**src/rtl/drm_regs.svh**
```systemverilog
`ifndef DRM_REGS_SVH
`define DRM_REGS_SVH
// Mode-register addresses on the six-bit address field.
`define DRM_ADDR_BANK_MASK 6'h10
`define DRM_ADDR_SEG_MASK 6'h11
`define DRM_ADDR_OSC_LOW 6'h12
`define DRM_ADDR_OSC_HIGH 6'h13
`define DRM_ADDR_UPPER_INV 6'h14
// Reset values of the stored registers.
`define DRM_RST_BANK_MASK 8'h00
`define DRM_RST_SEG_MASK 8'h00
`define DRM_RST_UPPER_INV 8'h00
`define DRM_RST_OSC_COUNT 16'h0000
// Field positions: segment index sits in the top three row bits.
`define DRM_SEG_HI 16
`define DRM_SEG_LO 14
// Largest oscillator count; the counter holds there.
`define DRM_OSC_MAX 16'hFFFF
`endif

```
**src/rtl/drm_pkg.sv**
```systemverilog
`default_nettype none
package drm_pkg;
  // One register byte.
  typedef logic [7:0] drm_byte_t;
  // Oscillator count.
  typedef logic [15:0] drm_count_t;
  // Row address of a refresh request.
  typedef logic [16:0] drm_row_t;
  // Register selected by a mode-register address.
  typedef enum logic [2:0] {
    DRM_SEL_BANK,
    DRM_SEL_SEG,
    DRM_SEL_OSC_LOW,
    DRM_SEL_OSC_HIGH,
    DRM_SEL_INV,
    DRM_SEL_NONE
  } drm_sel_t;
endpackage
`default_nettype wire

```
**src/rtl/drm_mode_regs.sv**
```systemverilog
// Function
// RQ1: Bank mask bit one stops that bank's refresh.
// RQ2: Bank mask is held per channel.
// RQ3: Segment mask bit one stops segment refresh.
// RQ4: Segment is given by row bits sixteen..fourteen.
// RQ5: Segment mask is held per channel.
// RQ6: Low count register returns count bits 7..0.
// RQ7: High count register returns count bits 15..8.
// RQ8: Controller reads both bytes and joins them.
// RQ9: Start-oscillator command clears the stored count.
// RQ10: Controller may retune strobe phase from count.
// RQ11: Invert bit one inverts that upper calibration line.
// RQ12: Upper mask/inversion line is never inverted.
// RQ13: No bus inversion on calibration patterns.
// RQ14: Addresses 10h..14h select the five registers.
// RQ15: Invert bits 0..7 map to lines 8..15.
// RQ16: Read data on low lines, rest zero.
// RQ17: Writes to count registers are ignored.
`include "drm_regs.svh"
`default_nettype none

module drm_mode_regs (
  input  wire logic                clock,
  input  wire logic                nrst,
  input  wire logic                cmd_chan,
  input  wire logic                mrw_valid,
  input  wire logic                mrr_valid,
  input  wire logic [5:0]          mr_addr,
  input  wire drm_pkg::drm_byte_t  mr_wdata,
  input  wire logic [1:0]          osc_start,
  input  wire logic [1:0]          osc_stop,
  input  wire logic [1:0]          osc_tick,
  input  wire logic                ref_valid,
  input  wire logic                ref_chan,
  input  wire logic [2:0]          ref_bank,
  input  wire drm_pkg::drm_row_t   ref_row,
  input  wire logic                cal_valid,
  input  wire logic                cal_chan,
  input  wire drm_pkg::drm_byte_t  cal_pattern,
  input  wire logic                cal_dmi,
  output var  logic                rd_valid,
  output var  logic [15:0]         rd_data,
  output var  logic                ref_done,
  output var  logic                ref_grant,
  output var  logic                cal_out_valid,
  output var  drm_pkg::drm_byte_t  cal_dq_hi,
  output var  logic                cal_dmi_hi
);
  import drm_pkg::*;

  // Two-stage reset release; the rest of the block uses rst_n.
  logic       rst_meta_n;  // First stage, read only by the second.
  logic       rst_n;       // Synchronised reset, active low.

  // Stored per-channel registers.
  drm_byte_t  bank_mask [2];  // Bank refresh masks.
  drm_byte_t  seg_mask  [2];  // Segment refresh masks.
  drm_byte_t  upper_inv [2];  // Upper lane invert masks.
  drm_count_t osc_cnt   [2];  // Oscillator counts.
  logic       osc_run   [2];  // Oscillator running flags.

  // Next values of the register group.
  drm_byte_t  next_bank_mask [2];
  drm_byte_t  next_seg_mask  [2];
  drm_byte_t  next_upper_inv [2];

  // Next values of the output group.
  logic        next_rd_valid;
  logic [15:0] next_rd_data;
  logic        next_ref_done;
  logic        next_ref_grant;
  logic        next_cal_out_valid;
  drm_byte_t   next_cal_dq_hi;
  logic        next_cal_dmi_hi;

  // Maps a mode-register address onto the register it selects.
  function automatic drm_sel_t decode_addr(input logic [5:0] addr);
    case (addr)
      `DRM_ADDR_BANK_MASK: decode_addr = DRM_SEL_BANK;       // RQ14
      `DRM_ADDR_SEG_MASK:  decode_addr = DRM_SEL_SEG;        // RQ14
      `DRM_ADDR_OSC_LOW:   decode_addr = DRM_SEL_OSC_LOW;    // RQ14
      `DRM_ADDR_OSC_HIGH:  decode_addr = DRM_SEL_OSC_HIGH;   // RQ14
      `DRM_ADDR_UPPER_INV: decode_addr = DRM_SEL_INV;        // RQ14
      default:             decode_addr = DRM_SEL_NONE;
    endcase
  endfunction

  // Decoded register of the current command.
  drm_sel_t cmd_sel;
  assign cmd_sel = decode_addr(mr_addr);

  // Reset synchroniser: asserts at once, releases after two edges.
  always_ff @(posedge clock or negedge nrst) begin
    if (!nrst) begin
      rst_meta_n <= 1'b0;
      rst_n      <= 1'b0;
    end else begin
      rst_meta_n <= 1'b1;
      rst_n      <= rst_meta_n;
    end
  end

  // Mode-register writes update only the addressed channel's copy.
  always_comb begin
    for (int c = 0; c < 2; c++) begin
      next_bank_mask[c] = bank_mask[c];
      next_seg_mask[c]  = seg_mask[c];
      next_upper_inv[c] = upper_inv[c];
      // Only the channel named by the command is touched.
      if (mrw_valid && cmd_chan == c[0]) begin  // RQ2 RQ5
        case (cmd_sel)
          DRM_SEL_BANK: next_bank_mask[c] = mr_wdata;
          DRM_SEL_SEG:  next_seg_mask[c]  = mr_wdata;
          DRM_SEL_INV:  next_upper_inv[c] = mr_wdata;
          // Count registers are read-only; writes fall through here.
          default:      next_bank_mask[c] = bank_mask[c];  // RQ17
        endcase
      end
    end
  end

  // Registers the writable mode registers.
  always_ff @(posedge clock or negedge rst_n) begin
    if (!rst_n) begin
      for (int c = 0; c < 2; c++) begin
        bank_mask[c] <= `DRM_RST_BANK_MASK;
        seg_mask[c]  <= `DRM_RST_SEG_MASK;
        upper_inv[c] <= `DRM_RST_UPPER_INV;
      end
    end else begin
      bank_mask <= next_bank_mask;
      seg_mask  <= next_seg_mask;
      upper_inv <= next_upper_inv;
    end
  end

  // One oscillator counter per channel.
  for (genvar g = 0; g < 2; g++) begin : g_osc
    drm_count_t next_cnt;  // Next count.
    logic       next_run;  // Next running flag.

    // A start clears the count and runs; ticks add while running.
    always_comb begin
      next_cnt = osc_cnt[g];
      next_run = osc_run[g];
      if (osc_start[g]) begin
        // A fresh start wins over a tick in the same cycle.
        next_cnt = `DRM_RST_OSC_COUNT;  // RQ9
        next_run = 1'b1;
      end else begin
        // Count while running and hold at the top value.
        if (osc_run[g] && osc_tick[g] && osc_cnt[g] != `DRM_OSC_MAX) begin
          next_cnt = osc_cnt[g] + 16'h0001;
        end
        if (osc_stop[g]) begin
          next_run = 1'b0;
        end
      end
    end

    // Registers the count; writes never reach it.
    always_ff @(posedge clock or negedge rst_n) begin
      if (!rst_n) begin
        osc_cnt[g] <= `DRM_RST_OSC_COUNT;
        osc_run[g] <= 1'b0;
      end else begin
        osc_cnt[g] <= next_cnt;  // RQ17
        osc_run[g] <= next_run;
      end
    end
  end

  // Computes read data, refresh decision and calibration lines.
  always_comb begin
    next_rd_valid = mrr_valid;
    next_rd_data  = 16'h0000;
    // Read data sits on the low lines; upper lines stay zero.
    if (mrr_valid) begin  // RQ16
      case (cmd_sel)
        DRM_SEL_OSC_LOW:  next_rd_data[7:0] = osc_cnt[cmd_chan][7:0];   // RQ6
        DRM_SEL_OSC_HIGH: next_rd_data[7:0] = osc_cnt[cmd_chan][15:8];  // RQ7
        // Write-only and unmapped addresses read as zero.
        default:          next_rd_data = 16'h0000;
      endcase
    end
    // Refresh proceeds only if neither bank nor segment is masked.
    next_ref_done  = ref_valid;
    next_ref_grant = ref_valid
                     && !bank_mask[ref_chan][ref_bank]  // RQ1
                     && !seg_mask[ref_chan][ref_row[`DRM_SEG_HI:`DRM_SEG_LO]];  // RQ3 RQ4
    // Pattern goes out with per-line inversion and no bus inversion.
    next_cal_out_valid = cal_valid;
    next_cal_dq_hi     = cal_valid ? (cal_pattern ^ upper_inv[cal_chan]) : 8'h00;  // RQ11 RQ13 RQ15
    next_cal_dmi_hi    = cal_valid ? cal_dmi : 1'b0;  // RQ12
  end

  // Registers every output.
  always_ff @(posedge clock or negedge rst_n) begin
    if (!rst_n) begin
      rd_valid      <= 1'b0;
      rd_data       <= 16'h0000;
      ref_done      <= 1'b0;
      ref_grant     <= 1'b0;
      cal_out_valid <= 1'b0;
      cal_dq_hi     <= 8'h00;
      cal_dmi_hi    <= 1'b0;
    end else begin
      rd_valid      <= next_rd_valid;
      rd_data       <= next_rd_data;
      ref_done      <= next_ref_done;
      ref_grant     <= next_ref_grant;
      cal_out_valid <= next_cal_out_valid;
      cal_dq_hi     <= next_cal_dq_hi;
      cal_dmi_hi    <= next_cal_dmi_hi;
    end
  end

  // A masked bank is never refreshed.
  property p_bank_mask;
    @(posedge clock) disable iff (!rst_n)
    ref_valid && bank_mask[ref_chan][ref_bank] |=> ref_done && !ref_grant;
  endproperty
  a_bank_mask: assert property (p_bank_mask) else $error("masked bank refreshed"); // RQ1

  // A write on channel zero leaves channel one's bank and segment masks alone.
  property p_chan_split;
    @(posedge clock) disable iff (!rst_n)
    mrw_valid && !cmd_chan |=> bank_mask[1] == $past(bank_mask[1]) && seg_mask[1] == $past(seg_mask[1]);
  endproperty
  a_chan_split: assert property (p_chan_split) else $error("other channel changed"); // RQ2

  // A row in a masked segment is never refreshed.
  property p_seg_mask;
    @(posedge clock) disable iff (!rst_n)
    ref_valid && seg_mask[ref_chan][ref_row[16:14]] |=> !ref_grant;
  endproperty
  a_seg_mask: assert property (p_seg_mask) else $error("masked segment refreshed"); // RQ4

  // Low count read returns the count's low byte.
  property p_read_low;
    @(posedge clock) disable iff (!rst_n)
    mrr_valid && mr_addr == `DRM_ADDR_OSC_LOW && !cmd_chan
      |=> rd_valid && rd_data == {8'h00, $past(osc_cnt[0][7:0])};
  endproperty
  a_read_low: assert property (p_read_low) else $error("low count read wrong"); // RQ6

  // High count read returns the count's high byte.
  property p_read_high;
    @(posedge clock) disable iff (!rst_n)
    mrr_valid && mr_addr == `DRM_ADDR_OSC_HIGH && cmd_chan
      |=> rd_valid && rd_data == {8'h00, $past(osc_cnt[1][15:8])};
  endproperty
  a_read_high: assert property (p_read_high) else $error("high count read wrong"); // RQ7

  // A start clears the count, which then stays clear without ticks.
  property p_start_clear;
    @(posedge clock) disable iff (!rst_n)
    osc_start[0] ##1 (!osc_tick[0] && !osc_start[0]) |-> osc_cnt[0] == 16'h0000 ##1 osc_cnt[0] == 16'h0000;
  endproperty
  a_start_clear: assert property (p_start_clear) else $error("start did not clear count"); // RQ9

  // Calibration lines carry the pattern xored with the invert mask.
  property p_cal_inv;
    @(posedge clock) disable iff (!rst_n)
    cal_valid && !cal_chan |=> cal_out_valid && cal_dq_hi == ($past(cal_pattern) ^ $past(upper_inv[0]));
  endproperty
  a_cal_inv: assert property (p_cal_inv) else $error("calibration inversion wrong"); // RQ11

  // The mask/inversion line carries the true pattern bit.
  property p_cal_dmi;
    @(posedge clock) disable iff (!rst_n)
    cal_valid |=> cal_dmi_hi == $past(cal_dmi);
  endproperty
  a_cal_dmi: assert property (p_cal_dmi) else $error("mask line altered"); // RQ12

  // Upper read lines are always zero.
  property p_rd_upper;
    @(posedge clock) disable iff (!rst_n)
    rd_valid |-> rd_data[15:8] == 8'h00;
  endproperty
  a_rd_upper: assert property (p_rd_upper) else $error("upper read lines not zero"); // RQ16

  // A write to a count register leaves the idle count unchanged.
  property p_ro_write;
    @(posedge clock) disable iff (!rst_n)
    mrw_valid && !cmd_chan && mr_addr == `DRM_ADDR_OSC_HIGH && !osc_start[0] && !osc_tick[0]
      |=> osc_cnt[0] == $past(osc_cnt[0]);
  endproperty
  a_ro_write: assert property (p_ro_write) else $error("count changed by write"); // RQ17

  // A write on channel one leaves channel zero's segment and invert masks alone.
  property p_chan_split_one;
    @(posedge clock) disable iff (!rst_n)
    mrw_valid && cmd_chan |=> seg_mask[0] == $past(seg_mask[0]) && upper_inv[0] == $past(upper_inv[0]);
  endproperty
  a_chan_split_one: assert property (p_chan_split_one) else $error("channel zero changed"); // RQ5

  // An unmasked bank in an unmasked segment is refreshed.
  property p_ref_allowed;
    @(posedge clock) disable iff (!rst_n)
    ref_valid && !bank_mask[ref_chan][ref_bank] && !seg_mask[ref_chan][ref_row[16:14]]
      |=> ref_done && ref_grant;
  endproperty
  a_ref_allowed: assert property (p_ref_allowed) else $error("unmasked refresh refused"); // RQ3

  // Read lines rest at zero between answers.
  property p_rd_idle;
    @(posedge clock) disable iff (!rst_n)
    !rd_valid |-> rd_data == 16'h0000;
  endproperty
  a_rd_idle: assert property (p_rd_idle) else $error("read lines not idle"); // RQ16

endmodule

`default_nettype wire

```
**config.mk**
```make
export PLATFORM = sky130hd
export DESIGN_NAME = drm_mode_regs
export DESIGN_NICKNAME = d
export VERILOG_FILES = /design/src/rtl/drm_pkg.sv /design/src/rtl/drm_mode_regs.sv
export VERILOG_INCLUDE_DIRS = /design/src /design/src/rtl
export SDC_FILE = /design/constraint.sdc
export NUM_CORES = 1
export LEC_CHECK = 0
export BUFFER_PORTS_ARGS = -buffer_cell sky130_fd_sc_hd__buf_4
export CAP_MARGIN = 20
export CELL_PAD_IN_SITES_DETAIL_PLACEMENT = 2
export CELL_PAD_IN_SITES_GLOBAL_PLACEMENT = 2
export CORE_ASPECT_RATIO = 0.9
export CORE_MARGIN = 2
export CORE_UTILIZATION = 37
export CTS_CLUSTER_SIZE = 16
export DETAILED_ROUTE_END_ITERATION = 16
export PLACE_DENSITY_LB_ADDON = 0.1
export REMOVE_ABC_BUFFERS = 1
export SETUP_SLACK_MARGIN = 0.05
export SLEW_MARGIN = 20
export SYNTH_ARGS = -nofsm -noshare
export SYNTH_HDL_FRONTEND = slang
export SYNTH_SLANG_ARGS = --single-unit
```
**constraint.sdc**
```tcl
create_clock -name clock -period 4 [get_ports clock]
set_input_delay 0.8 -clock clock [delete_from_list [all_inputs] [get_ports clock]]
set_output_delay 0.8 -clock clock [all_outputs]
set_load 0.1 [all_outputs]
```
==> reports/qor.yml <==
timing:
  setup_tns_ps: 0
  tightestPinTransition_ps: 777
  fin_hold_ws_ps: 210
  rsz0062_at_grt: "no"
  fmax_ghz: 0.389
  setup_viol: 0
  finalMaxSlewViolations: 0
  clock_skew_ps: 7.14
  finalHoldViolCount: 0
  timing.final.crit_share_pct: 64.2
  max_slew_margin_pct: 48.1
  min_period_ps: 2570
clocking:
  cts_tree: "done"
  post_cts_resized: 0
  cts.clk_slew.worst_paths_ps: 70
  cts_root_buffer: "clkbuf_16"
  clockBufferDepth: 2
  postCtsSetupRepairBufs: 0
  h-tree-depth: 3
  hold_buffers: 0
  clkSinkCount: 105
  cts_made_buffers: 9
  clk_latency_ps: 350
logic_synthesis:
  synth_top_area_cell: "dfrtp_1"
  synth_area_per_cell_sq_um: 12.6
  postSynthCellCount: 391
  synth_top_area_share_pct: 53.2
  synthArstFlopShare_pct: 100
  synth_edf_count: 0
  synth-seq-cells: 105
  synth_area_leaders: "dfrtp_1 53%, mux2_2 11%, mux4_2 7.8%"
  ys_types: 37
  synthFlopType: "dfrtp_1"
  yosysSeqAreaShare_pct: 53.2
  yosysWarnings: 0
  synth_area_sq_um: 4940
floorplanning:
  die_w_um: 126
  start_util_pct: 37.4
  dieArea_sq_um: 14300
  rows: 40
  num_io_pins: 87
  core-area_sq_um: 13200
  die_h_um: 114
drt:
  drtPass1Iterations: 4
  drc: 0
  drt_wl_total_um: 12700
  first_iter_violations: 163
  via_per_inst: 5.25
  wl_per_cell_um: 20.2
  ant_nets: 0
  vias: 3306
grt:
  grt_antenna_before_repair: 0
  track_usage_pct: 19.2
  groute.layer.met3.usage_pct: 5.30
  grt.met1_usage_pct: 26.3
  grt_pass1_wl_um: 21100
  grt_max_degree: 77
  grt_pass1_vias: 3732
  grt-busiest-layer: "met2"
  grtUsageMet2_pct: 31.2
  grt.overflow.total: 0
finish:
  diodes: 0
  multiInputGateArea_sq_um: 2230
  post-route-util_pct: 45.2
  final_area_sq_um: 5970
  nNetsFinal: 517
  area_delta_synth_final_pct: 20.9
  seqCellArea_sq_um: 2630
  finalNonFillerCells: 630
  fillCellCount: 1363
  layout-drive-gt1-share_pct: 32.7
worst_setup_path:
  crit_fanout: 8
  path_buf_inv: 1
  critPathKind: "in2reg"
  critPathMaxStageDelay_ps: 680
  critical-path-slowest-cell: "nor2b_1"
  crit_path_end_kind: "flip-flop"
  crit_arrival_ps: 2800
  path_delay_family: "simple AND/OR/NAND/NOR gates"
  startpoint_type: "input pin"
  path_cells: "buf_4, or3b_1, nor4_1, nor2b_1, mux2_2"
  required_ps: 4230
placed_design:
  dpl.cell_count: 613
  hpwlAfterDp_um: 8950
  gp_congestion: 0.753
  port_buffers: 64
  placed_cell_area_sq_um: 5570
run_status:
  status: "completed"
pwr:
  vdd_drop_max_uv: 207
  netSwitchingFraction_pct: 24.9
  power.share.clock_pct: 43.0
  combPwrFrac_pct: 12.3
  p_int_mw: 1.94
  p_per_area_nw_per_um2: 433
  seqPwrFrac_pct: 44.7
  p_leak_nw: 2.78
  p_sw_mw: 0.643
run:
  drv_cap: 0
hold_path:
  hold_path.class: "in2async"
-- flip-flops by register name, indices dropped and copies added, names as in the netlist --
signal and flops:
osc_cnt 32, ref_done 1, rst_meta_n 1, cal_dq_hi 8, rd_data 8, ref_grant 1
cal_out_valid 1, osc_run 2, rst_n 1, seg_mask 16, rd_valid 1, cal_dmi_hi 1
bank_mask 16, upper_inv 16
-- power groups by stage --
stage | combinational [mW] | sequential (mW) | clock (mW)
after global routing | 0.340 | 1.16 | 1.18
final | 0.319 | 1.16 | 1.11
after global placement | 0.299 | 1.18 | 0
after CTS | 0.312 | 1.17 | 1.14
after detailed placement | 0.308 | 1.19 | 0
after floorplan | 0.131 | 1.25 | 0
-- through the flow --
stage / setup WS (ps) / power (mW)
after floorplan: 858 / 1.38
after global placement: 1090 / 1.48
after detailed placement: 1040 / 1.49
after CTS: 1420 / 2.62
after global routing: 1320 / 2.69
final: 1430 / 2.59
-- Yosys cell counts (10+ instances only) --
cell / instances
and2_1: 12
dfrtp_1: 105
mux2_2: 49
mux2i_1: 12
mux4_2: 17
nand2_1: 15
nand3_1: 17
nand4_1: 12
nor2_1: 38
nor2b_1: 10
xor2_1: 23
-- layout by cell type, fill, tap and decap left out, types with 2 or more instances in the layout --
cell type  Yosys  routed
xnor2_1        8       8
a21o_1         2       2
inv_1          2       2
nor2_1        38      38
a21oi_1        2       2
and2_1        12      12
or3_1          2       2
nor2b_1       10      10
o211ai_1       2       2
and3_1         6       6
nor4_1         3       3
dfrtp_1      105     104
nor3_1         6       6
ha_1           2       2
mux2i_1       12      12
clkbuf_8       0       2
nand3_1       17      17
nand2_1       15      15
xor2_1        23      23
nand4_1       12      12
a31oi_1        4       4
clkbuf_16      0       9
o21ai_0        7       7
bufinv_16      0       4
buf_4          8      65
mux2_2        49      49
nand3b_1       3       3
and4_1         3       3
o21bai_1       2       2
mux4_2        17      17
conb_1         2       9
-- path summary, 6_finish.rpt --
check | startpoint | slack, ps | end | depth (start not counted)
worst max-delay path | mr_addr[3] | 1430 | upper_inv[12]$_DFFE_PN0P_ | 5
worst min-delay path | nrst | 210 | rst_n$_DFF_PN0_ | 1
worst max register to register | osc_cnt[0]$_DFFE_PN0P_ | 1880 | osc_cnt[7]$_DFFE_PN0P_ | 6
worst min register to register | rst_n$_DFF_PN0_ | 270 | osc_cnt[4]$_DFFE_PN0P_ | 0
max in group asynchronous | rst_n$_DFF_PN0_ | 2710 | upper_inv[5]$_DFFE_PN0P_ | 2
min in group clock | rst_meta_n$_DFF_PN0_ | 360 | rst_n$_DFF_PN0_ | 0
-- cells by family (layout without fill, tap and decap cells) --
group                    after synthesis  count (layout)  share of synthesized area (%)
buffers and inverters                 20              84                           2.18
flip-flops                           105             105                           53.2
AND/OR/NAND/NOR                      131             131                           14.3
multiplexers                          78              78                           21.4
XOR/XNOR                              31              31                           5.50
AO/OA/AOI/OAI                         22              22                           2.84
other                                  2               9                          0.152
adder cells (fa/ha/maj)                2               2                          0.507
-- layer usage --
layer	routed length (um)	vias to the layer above
met5	0	-
met4	101	0
met3	462	6
met2	6170	52
met1	6010	1733
li1	-	1515
-- cell type report --
cell class / instances / area share [%]
Clock inverter: 5 / 2.10
Multi-Input combinational cell: 273 / 37.3
Sequential cell: 105 / 44.1
Tap cell: 168 / 3.52
Inverter: 2 / 0.126
Clock buffer: 11 / 4.23
Timing Repair Buffer: 66 / 8.63
Power figures use the tool's default switching activity.
